### src/design/kwdt_pkg.sv
`default_nettype none
package kwdt_pkg;
   // Register byte offsets
   localparam logic [3:0] KWDT_OFS_OVERFLOW_MODE = 4'h0;
   localparam logic [3:0] KWDT_OFS_TICK_MODE = 4'h4;
   localparam logic [3:0] KWDT_OFS_RESTART = 4'h8;
   localparam logic [3:0] KWDT_OFS_STATUS = 4'hC;
   localparam logic [3:0] KWDT_OFS_IRQ_STATUS = 4'h0;
   localparam logic [3:0] KWDT_OFS_IRQ_MASK = 4'h4;
   // Second page of registers (address bit 4)
   localparam int KWDT_PAGE_BIT = 4;
   // Keys
   localparam logic [11:0] KWDT_OVERFLOW_KEY = 12'h234;
   localparam logic [8:0] KWDT_TICK_KEY = 9'h06E;
   localparam logic [15:0] KWDT_RESTART_KEY = 16'hC071;
   // Field positions
   localparam int KWDT_OVERFLOW_MODE_KEY_LSB = 4;
   localparam int KWDT_TICK_MODE_KEY_LSB = 7;
   localparam int KWDT_HPN_LSB = 2;
   // Counter shape
   localparam int KWDT_CNT_W = 16;
   localparam logic [11:0] KWDT_LOW_PRELOAD = 12'hFFF;
   // Tick dividers
   localparam int KWDT_DIV0 = 8;
   localparam int KWDT_DIV1 = 32;
   localparam int KWDT_DIV2 = 128;
   localparam int KWDT_DIV3 = 1024;
   localparam int KWDT_PRESC_W = 10;
   // External pulse length in master clock cycles
   localparam int KWDT_EXT_CYCLES = 8;
   localparam logic [3:0] KWDT_EXT_CNT_INIT = 4'(KWDT_EXT_CYCLES);

   // Overflow mode fields
   typedef struct packed {
      logic ext_pulse_en;
      logic irq_on_overflow_en;
      logic reset_on_overflow_en;
      logic watchdog_on;
   } kwdt_omode_type;

   // Tick and preload mode fields
   typedef struct packed {
      logic [3:0] high_preload_nibble;
      logic [1:0] tick_source_select;
   } kwdt_cmode_type;

   // Decoded APB write request
   typedef struct packed {
      logic wr;
      logic [3:0] ofs;
      logic page;
      logic [31:0] data;
   } kwdt_wreq_type;
endpackage
`default_nettype wire

### src/design/kwdt_ticker.sv
`timescale 1ns/1ps
`default_nettype none
// Prescaler: gives one tick pulse at the selected division of the clock
module kwdt_ticker
   import kwdt_pkg::*;
(
   input wire logic ref_clk,
   input wire logic rst_n,
   input wire logic run,
   input wire logic [1:0] sel,
   output logic tick
);
   logic [KWDT_PRESC_W-1:0] presc_r;
   logic [KWDT_PRESC_W-1:0] presc_nxt;
   logic [KWDT_PRESC_W-1:0] limit;

   // Division select
   function automatic logic [KWDT_PRESC_W-1:0] div_limit(input logic [1:0] s);
      case (s)
         2'h0: div_limit = KWDT_PRESC_W'(KWDT_DIV0 - 1);
         2'h1: div_limit = KWDT_PRESC_W'(KWDT_DIV1 - 1);
         2'h2: div_limit = KWDT_PRESC_W'(KWDT_DIV2 - 1);
         default: div_limit = KWDT_PRESC_W'(KWDT_DIV3 - 1);
      endcase
   endfunction

   // Count up to the limit; held at zero while stopped
   always_comb begin
      limit = div_limit(sel);
      tick = run && (presc_r >= limit);
      if (!run || presc_r >= limit) begin
         presc_nxt = '0;
      end else begin
         presc_nxt = presc_r + 1'b1;
      end
   end

   always_ff @(posedge ref_clk) begin
      if (!rst_n) begin
         presc_r <= '0;
      end else begin
         presc_r <= presc_nxt;
      end
   end
endmodule // kwdt_ticker
`default_nettype wire

### src/design/kwdt_top.sv
// Decided for this implementation: register access over APB.
`timescale 1ns/1ps
`default_nettype none
////////////////////////////////////////////////////////////////////////////////
// How it works
// Overflow with reset enable requests reset
// Overflow with irq enable pulses irq
// Overflow with ext enable: pin low 8 cycles
// Sixteen-bit down counter
// Restart loads nibble then FFF
// Tick rate from select: 8/32/128/1024
// Overflow mode write needs key 0x234
// Tick mode write needs key 0x06E
// Software sends key and bits together
// Only 0xC071 restarts the counter
// Disabled watchdog gives no outputs; here a restart still sets its event and can raise irq
// Modes and status zero after reset
// Overflow flag set, cleared by restart
// Count per tick, overflow once per restart
module kwdt_top
   import kwdt_pkg::*;
(
   input wire logic ref_clk,
   input wire logic rst_n,
   input wire logic psel,
   input wire logic penable,
   input wire logic pwrite,
   input wire logic [7:0] paddr,
   input wire logic [31:0] pwdata,
   output logic [31:0] prdata,
   output logic pready,
   output logic pslverr,
   output logic internal_reset_req,
   output logic overflow_irq,
   output logic overflow_out_n,
   output logic irq
);
   ////////////////////////////////////////////////////////////////////////////
   // State
   kwdt_omode_type omode_r, omode_nxt; // Overflow mode bits
   kwdt_cmode_type cmode_r, cmode_nxt; // Tick and preload bits
   logic [KWDT_CNT_W-1:0] cnt_r, cnt_nxt; // Down counter
   logic ovf_flag_r, ovf_flag_nxt; // Overflow status
   logic armed_r, armed_nxt; // Cleared after overflow until restart
   logic [3:0] ext_cnt_r, ext_cnt_nxt; // External pulse length
   logic rst_req_r, rst_req_nxt; // Reset request, held
   logic irq_pulse_r, irq_pulse_nxt; // One-cycle irq pulse
   logic [1:0] ev_stat_r, ev_stat_nxt; // Sticky events: 0 overflow, 1 restart
   logic [1:0] ev_mask_r, ev_mask_nxt; // Event mask
   logic [31:0] rdata_r, rdata_nxt; // Read data register
   logic tick; // Counter decrement strobe
   logic restart; // Valid restart write
   logic ovf_event; // Counter passed zero
   kwdt_wreq_type wreq; // Decoded write
   logic access; // APB access phase
   logic unmapped; // Address outside map

   ////////////////////////////////////////////////////////////////////////////
   // APB decode; zero wait states
   assign access = psel && penable;
   assign pready = 1'b1;
   always_comb begin
      wreq.wr = access && pwrite;
      wreq.ofs = paddr[3:0];
      wreq.page = paddr[KWDT_PAGE_BIT];
      wreq.data = pwdata;
      // Only words 0..5 exist; the second page has two
      unmapped = (paddr[7:5] != 3'h0) || (paddr[1:0] != 2'h0)
         || (paddr[KWDT_PAGE_BIT] && paddr[3]);
   end
   assign pslverr = access && unmapped;

   ////////////////////////////////////////////////////////////////////////////
   // Prescaler runs only while enabled and armed, so ticks align to a restart that follows an overflow
   kwdt_ticker u_ticker (
      .ref_clk(ref_clk),
      .rst_n(rst_n),
      .run(omode_r.watchdog_on && armed_r),
      .sel(cmode_r.tick_source_select),
      .tick(tick)
   );

   // Restart needs the exact key in the low half
   assign restart = wreq.wr && !unmapped && !wreq.page && wreq.ofs == KWDT_OFS_RESTART
      && wreq.data[15:0] == KWDT_RESTART_KEY;
   assign ovf_event = tick && cnt_r == '0;

   ////////////////////////////////////////////////////////////////////////////
   // Mode registers
   always_comb begin
      omode_nxt = omode_r;
      cmode_nxt = cmode_r;
      ev_mask_nxt = ev_mask_r;
      if (wreq.wr && !unmapped && !wreq.page) begin
         // Key and bits must arrive in one write
         if (wreq.ofs == KWDT_OFS_OVERFLOW_MODE
            && wreq.data[15:KWDT_OVERFLOW_MODE_KEY_LSB] == KWDT_OVERFLOW_KEY) begin
            omode_nxt = wreq.data[3:0];
         end
         if (wreq.ofs == KWDT_OFS_TICK_MODE
            && wreq.data[15:KWDT_TICK_MODE_KEY_LSB] == KWDT_TICK_KEY) begin
            cmode_nxt = wreq.data[KWDT_HPN_LSB+3:0];
         end
      end
      if (wreq.wr && !unmapped && wreq.page && wreq.ofs == KWDT_OFS_IRQ_MASK) begin
         ev_mask_nxt = wreq.data[1:0];
      end
   end

   ////////////////////////////////////////////////////////////////////////////
   // Counter, flag and overflow outputs
   always_comb begin
      cnt_nxt = cnt_r;
      armed_nxt = armed_r;
      ovf_flag_nxt = ovf_flag_r;
      ext_cnt_nxt = ext_cnt_r;
      rst_req_nxt = rst_req_r;
      irq_pulse_nxt = 1'b0;
      if (restart) begin
         cnt_nxt = {cmode_r.high_preload_nibble, KWDT_LOW_PRELOAD};
         armed_nxt = 1'b1;
         ovf_flag_nxt = 1'b0;
      end else if (ovf_event) begin
         // Wrap but stop: one overflow per restart
         cnt_nxt = cnt_r - 1'b1;
         armed_nxt = 1'b0;
         ovf_flag_nxt = 1'b1;
         // Enable already gates the ticker
         if (omode_r.reset_on_overflow_en) begin
            rst_req_nxt = 1'b1;
         end
         if (omode_r.irq_on_overflow_en) begin
            irq_pulse_nxt = 1'b1;
         end
         if (omode_r.ext_pulse_en) begin
            ext_cnt_nxt = KWDT_EXT_CNT_INIT;
         end
      end else if (tick) begin
         cnt_nxt = cnt_r - 1'b1;
      end
      if (!ovf_event && ext_cnt_r != 4'h0) begin
         ext_cnt_nxt = ext_cnt_r - 1'b1;
      end
   end

   ////////////////////////////////////////////////////////////////////////////
   // Sticky events, set wins over write-one clear
   always_comb begin
      ev_stat_nxt = ev_stat_r;
      if (wreq.wr && !unmapped && wreq.page && wreq.ofs == KWDT_OFS_IRQ_STATUS) begin
         ev_stat_nxt = ev_stat_r & ~wreq.data[1:0];
      end
      if (ovf_event) begin
         ev_stat_nxt[0] = 1'b1;
      end
      if (restart) begin
         ev_stat_nxt[1] = 1'b1;
      end
   end

   ////////////////////////////////////////////////////////////////////////////
   // Read mux; keys read as zero
   always_comb begin
      rdata_nxt = rdata_r;
      if (psel && !penable && !pwrite) begin
         rdata_nxt = '0;
         if (!paddr[KWDT_PAGE_BIT]) begin
            case (paddr[3:0])
               KWDT_OFS_OVERFLOW_MODE: rdata_nxt[3:0] = omode_r;
               KWDT_OFS_TICK_MODE: rdata_nxt[KWDT_HPN_LSB+3:0] = cmode_r;
               KWDT_OFS_STATUS: rdata_nxt[0] = ovf_flag_r;
               default: rdata_nxt = '0;
            endcase
         end else begin
            case (paddr[3:0])
               KWDT_OFS_IRQ_STATUS: rdata_nxt[1:0] = ev_stat_r;
               KWDT_OFS_IRQ_MASK: rdata_nxt[1:0] = ev_mask_r;
               default: rdata_nxt = '0;
            endcase
         end
      end
   end

   ////////////////////////////////////////////////////////////////////////////
   // Registers
   always_ff @(posedge ref_clk) begin
      if (!rst_n) begin
         omode_r <= '0;
         cmode_r <= '0;
         ovf_flag_r <= 1'b0;
         cnt_r <= '0;
         armed_r <= 1'b1;
         ext_cnt_r <= 4'h0;
         rst_req_r <= 1'b0;
         irq_pulse_r <= 1'b0;
         ev_stat_r <= 2'h0;
         ev_mask_r <= 2'h0;
         rdata_r <= '0;
      end else begin
         omode_r <= omode_nxt;
         cmode_r <= cmode_nxt;
         ovf_flag_r <= ovf_flag_nxt;
         cnt_r <= cnt_nxt;
         armed_r <= armed_nxt;
         ext_cnt_r <= ext_cnt_nxt;
         rst_req_r <= rst_req_nxt;
         irq_pulse_r <= irq_pulse_nxt;
         ev_stat_r <= ev_stat_nxt;
         ev_mask_r <= ev_mask_nxt;
         rdata_r <= rdata_nxt;
      end
   end

   // Read data, reset request and irq pulse from flip-flops, pin and irq decoded from them; reset request holds until system reset
   assign prdata = rdata_r;
   assign internal_reset_req = rst_req_r;
   assign overflow_irq = irq_pulse_r;
   assign overflow_out_n = (ext_cnt_r == 4'h0);
   assign irq = |(ev_stat_r & ev_mask_r);
endmodule // kwdt_top
`default_nettype wire

### config.mk
export PLATFORM = sky130hd
export DESIGN_NAME = kwdt_top
export DESIGN_NICKNAME = d
export VERILOG_FILES = /design/src/design/kwdt_pkg.sv /design/src/design/kwdt_ticker.sv /design/src/design/kwdt_top.sv
export SDC_FILE = /design/constraint.sdc
export NUM_CORES = 1
export LEC_CHECK = 0
export BUFFER_PORTS_ARGS = -buffer_cell sky130_fd_sc_hd__buf_2
export CORE_AREA = 5 5 81 83
export DETAILED_ROUTE_END_ITERATION = 6
export DIE_AREA = 0 0 86 88
export PLACE_DENSITY = 0.79
export SLEW_MARGIN = 10
export SYNTH_ARGS = -nofsm -noshare
export SYNTH_HDL_FRONTEND = slang
export SYNTH_SLANG_ARGS = --single-unit
### constraint.sdc
create_clock -name ref_clk -period 3.3 [get_ports ref_clk]
set_input_delay 0.99 -clock ref_clk [delete_from_list [all_inputs] [get_ports ref_clk]]
set_output_delay 0.99 -clock ref_clk [all_outputs]
set_load 0.05 [all_outputs]
==> flow_metrics.env <==
export IMPL_rsz0062_at_grt="false"
export IMPL_syn_inst=340
export IMPL_drc=0
export IMPL_grt_usage_pct=16.59
export IMPL_synth_ff_type="dfxtp_1"
export IMPL_initial_core_util_pct=50.43
export IMPL_clk_pin_slew_ps=100
export IMPL_worst_setup_path_start_kind="primary input"
export IMPL_power_density_mw_per_mm2=441.9
export IMPL_numCtsBuffers=5
export IMPL_drt_initial_drc_count=110
export IMPL_h_tree_depth=2
export IMPL_yosysUniqueCellTypes=47
export IMPL_dieArea_sq_mm=0.007568
export IMPL_wire_per_inst_um=13.08
export IMPL_antenna_found_initial=0
export IMPL_fill_cells=544
export IMPL_maxSlewViolCount=0
export IMPL_final_hold_violation_count=0
export IMPL_cellInternalPower_w=0.0009744
export IMPL_hold_path_class="register to register"
export IMPL_cp_max_fo=4
export IMPL_fin_skew_ps=3.439
export IMPL_slew_headroom_pct=53.15
export IMPL_gr_total_overflow=0
export IMPL_antenna_diode_count=0
export IMPL_postSynthAreaPerCell_sq_um=8.574
export IMPL_seqPwrFrac_pct=48.8
export IMPL_drt_first_pass_iters=4
export IMPL_crit_chain="buf_2, or3b_1, or4_1, or4_1, and3_1, or3_1, mux2i_1"
export IMPL_cts_resized_gates=0
export IMPL_ir_drop_v=0.0002558
export IMPL_std_cell_rows=28
export IMPL_grt_pass1_wl_um=10220
export IMPL_drv_cap=0
export IMPL_p_clk_share_pct=31.6
export IMPL_vias=2427
export IMPL_dp_hpwl_um=4527
export IMPL_cp_arrival_ps=2990
export IMPL_period_minus_slack_ps=2749
export IMPL_die_y_um=88
export IMPL_yosysSeqAreaShare_pct=37.08
export IMPL_status="finished, final reports clean"
export IMPL_cts_root_buf="clkbuf_8"
export IMPL_final_antenna_net_count=0
export IMPL_ctsHoldBuffers=0
export IMPL_setup_violations=0
export IMPL_cellLeakagePower_nw=1.347
export IMPL_drive_above_1_share_pct=14.89
export IMPL_synth_top_cell_area_share_pct=37.08
export IMPL_p_comb_share_pct=19.5
export IMPL_io_pins=83
export IMPL_power_w=0.001401
export IMPL_synth_top_cell_by_area="dfxtp_1"
export IMPL_sw_frac_of_total_pct=30.45
export IMPL_coreArea_sq_mm=0.005781
export IMPL_area_growth_pct=8.755
export IMPL_clock_sinks=54
export IMPL_yosysWarnings=0
export IMPL_async_reset_ff_share_pct=0
export IMPL_io_buffer_count=39
export IMPL_synth_edf_count=0
export IMPL_clk_path_buf_depth=2
export IMPL_routabilityCongestion=0.8895
export IMPL_worst_path_most_repeated_cell="or4_1"
export IMPL_fp_dieW_um=86
export IMPL_placed_cells=443
export IMPL_synth_area_sq_mm=0.002915
export IMPL_path_buf_inv=1
export IMPL_clk_latency_ps=300
export IMPL_post_drt_via_cell_ratio=5.381
export IMPL_timing_final_crit_share_pct=83.31
export IMPL_layoutNonFillerInstCount=451
export IMPL_fin_util_pct=54.85
export IMPL_critPathSlowestCell="or4_1"
export IMPL_post_cts_buffers=0
export IMPL_path_class="primary input to register"
export IMPL_fin_tns_setup_ps=0
export IMPL_fin_nets=430
export IMPL_cts_tree="yes"
export IMPL_worstMarginPinSlew_ps=700.0
export IMPL_power_switching_w=0.0004266
export IMPL_ys_ff_latch=54
export IMPL_grt_pass1_vias=2355
export IMPL_synthTopCellsByArea="dfxtp_1 37%, buf_4 7.0%, mux2i_1 5.5%, xnor2_1 5.1%, nor2_1 5.0%"
export IMPL_grt_max_degree=35
export IMPL_slowest_delay_ps=450
export IMPL_end_kind="register"
export IMPL_wirelength_um=5901
export IMPL_max_freq_ghz=0.3637
export IMPL_crit_family="simple AND/OR/NAND/NOR gates"
export IMPL_crit_required_ps=3540
## Yosys cell counts (2+ instances only)
cell type / count
dfxtp_1: 54
ha_1: 10
nor3_1: 11
mux2i_1: 16
buf_4: 27
nand4_1: 6
nor4b_1: 2
nor3b_1: 3
a21oi_1: 29
nand3_1: 12
xnor2_1: 17
inv_1: 9
conb_1: 2
or4_1: 3
a31oi_1: 3
xor2_1: 6
o21ai_1: 4
nor4_1: 11
a22oi_1: 5
nand2_1: 18
and3_1: 3
o21ai_0: 7
nor2_1: 39
or3_1: 5
clkbuf_1: 9
nand2b_1: 4
and2_1: 2
or3b_1: 2
or4_4: 2
or2_2: 2
## final timing paths
check / start / end / slack, ps / depth (start not counted)
worst max-delay path: pwdata[10] / ext_cnt_r[0] / 550 / 7
worst max register to register: cmode_r[1] / cnt_r[15] / 840 / 8
worst min register to register: prdata[3] / prdata[3] / 460 / 2
worst min-delay path: prdata[3] / prdata[3] / 460 / 2
## final cells by class
cell class,instances,area [sq um],share of cell area [%]
flip-flops and latches,54,1081,34.10
multi-input cells,263,1638,51.66
inverters,10,37.54,1.184
clock inverters,2,37.54,1.184
well taps,75,93.84,2.960
repair buffers,41,210.2,6.630
clock buffers,6,72.57,2.289
## metrics by stage
step	hold WS [ps]	instance area, sq um	setup WS, ps
4_1_cts	463.5	3171	558.3
2_1_floorplan	426.0	3009	119.2
5_1_grt	485.1	3171	419.0
3_5_place_dp	449.5	3060	244.8
3_3_place_gp	439.0	3060	293.7
6_report	458.5	3171	550.7
## power groups by stage
| stage | clock, W | sequential, W | combinational [W] |
|---|---|---|---|
| floorplan | 0 | 0.000695 | 0.000242 |
| global placement | 0 | 0.000698 | 0.000265 |
| detailed placement | 0 | 0.000700 | 0.000273 |
| CTS | 0.000454 | 0.000684 | 0.000274 |
| global route | 0.000490 | 0.000689 | 0.000300 |
| finish | 0.000443 | 0.000684 | 0.000274 |
## cells in the final DEF, fill, tap and decap left out, types with 9 or more instances in the layout
| master | instances |
|---|---|
| a21oi_1 | 29 |
| nor4_1 | 11 |
| buf_2 | 39 |
| dfxtp_1 | 54 |
| conb_1 | 27 |
| nand3_1 | 12 |
| nand2_1 | 18 |
| ha_1 | 10 |
| nor3_1 | 11 |
| nor2_1 | 39 |
| inv_1 | 9 |
| xnor2_1 | 17 |
| mux2i_1 | 16 |
## worst reg2reg max path, delay by kind of cell, from the launching register on
family,cells,cell delay (ps)
simple gates,3,650
flops,1,450
xor+xnor,1,170
compound gates,3,800
fa+ha+maj,1,280
## cell families (layout without fill, tap and decap cells)
group                    after synthesis  in the layout  share of synthesized area, %
other                                  2             27                        0.2576
buffers and inverters                 48             59                         9.956
adder cells (fa/ha/maj)               10             10                         4.292
flip-flops                            54             54                         37.08
AO/OA/AOI/OAI                         57             57                         11.85
multiplexers                          17             17                         6.266
AND/OR/NAND/NOR                      129            129                         23.39
XOR/XNOR                              23             23                         6.910
## flip-flops by register name, indices dropped and copies added (netlist names)
signal and cells:
armed_r 1, ext_cnt_r 4, ev_stat_r 2, prdata 6, overflow_irq 1, cmode_r 6, omode_r 4, internal_reset_req 1
ovf_flag_r 1, u_ticker.presc_r 10, cnt_r 16, ev_mask_r 2
## metal layers
layer  track usage (%)  routed length [um]  share of wire, %  up-vias
li1                  -                   -                 -     1218
met1             20.02                2593                44     1116
met2             29.01                2789                47       83
met3             3.857                 433               7.3       10
met4             5.612                  84               1.4        0
met5                 0                   0                 0        -
(Power assumes the default switching activity.)
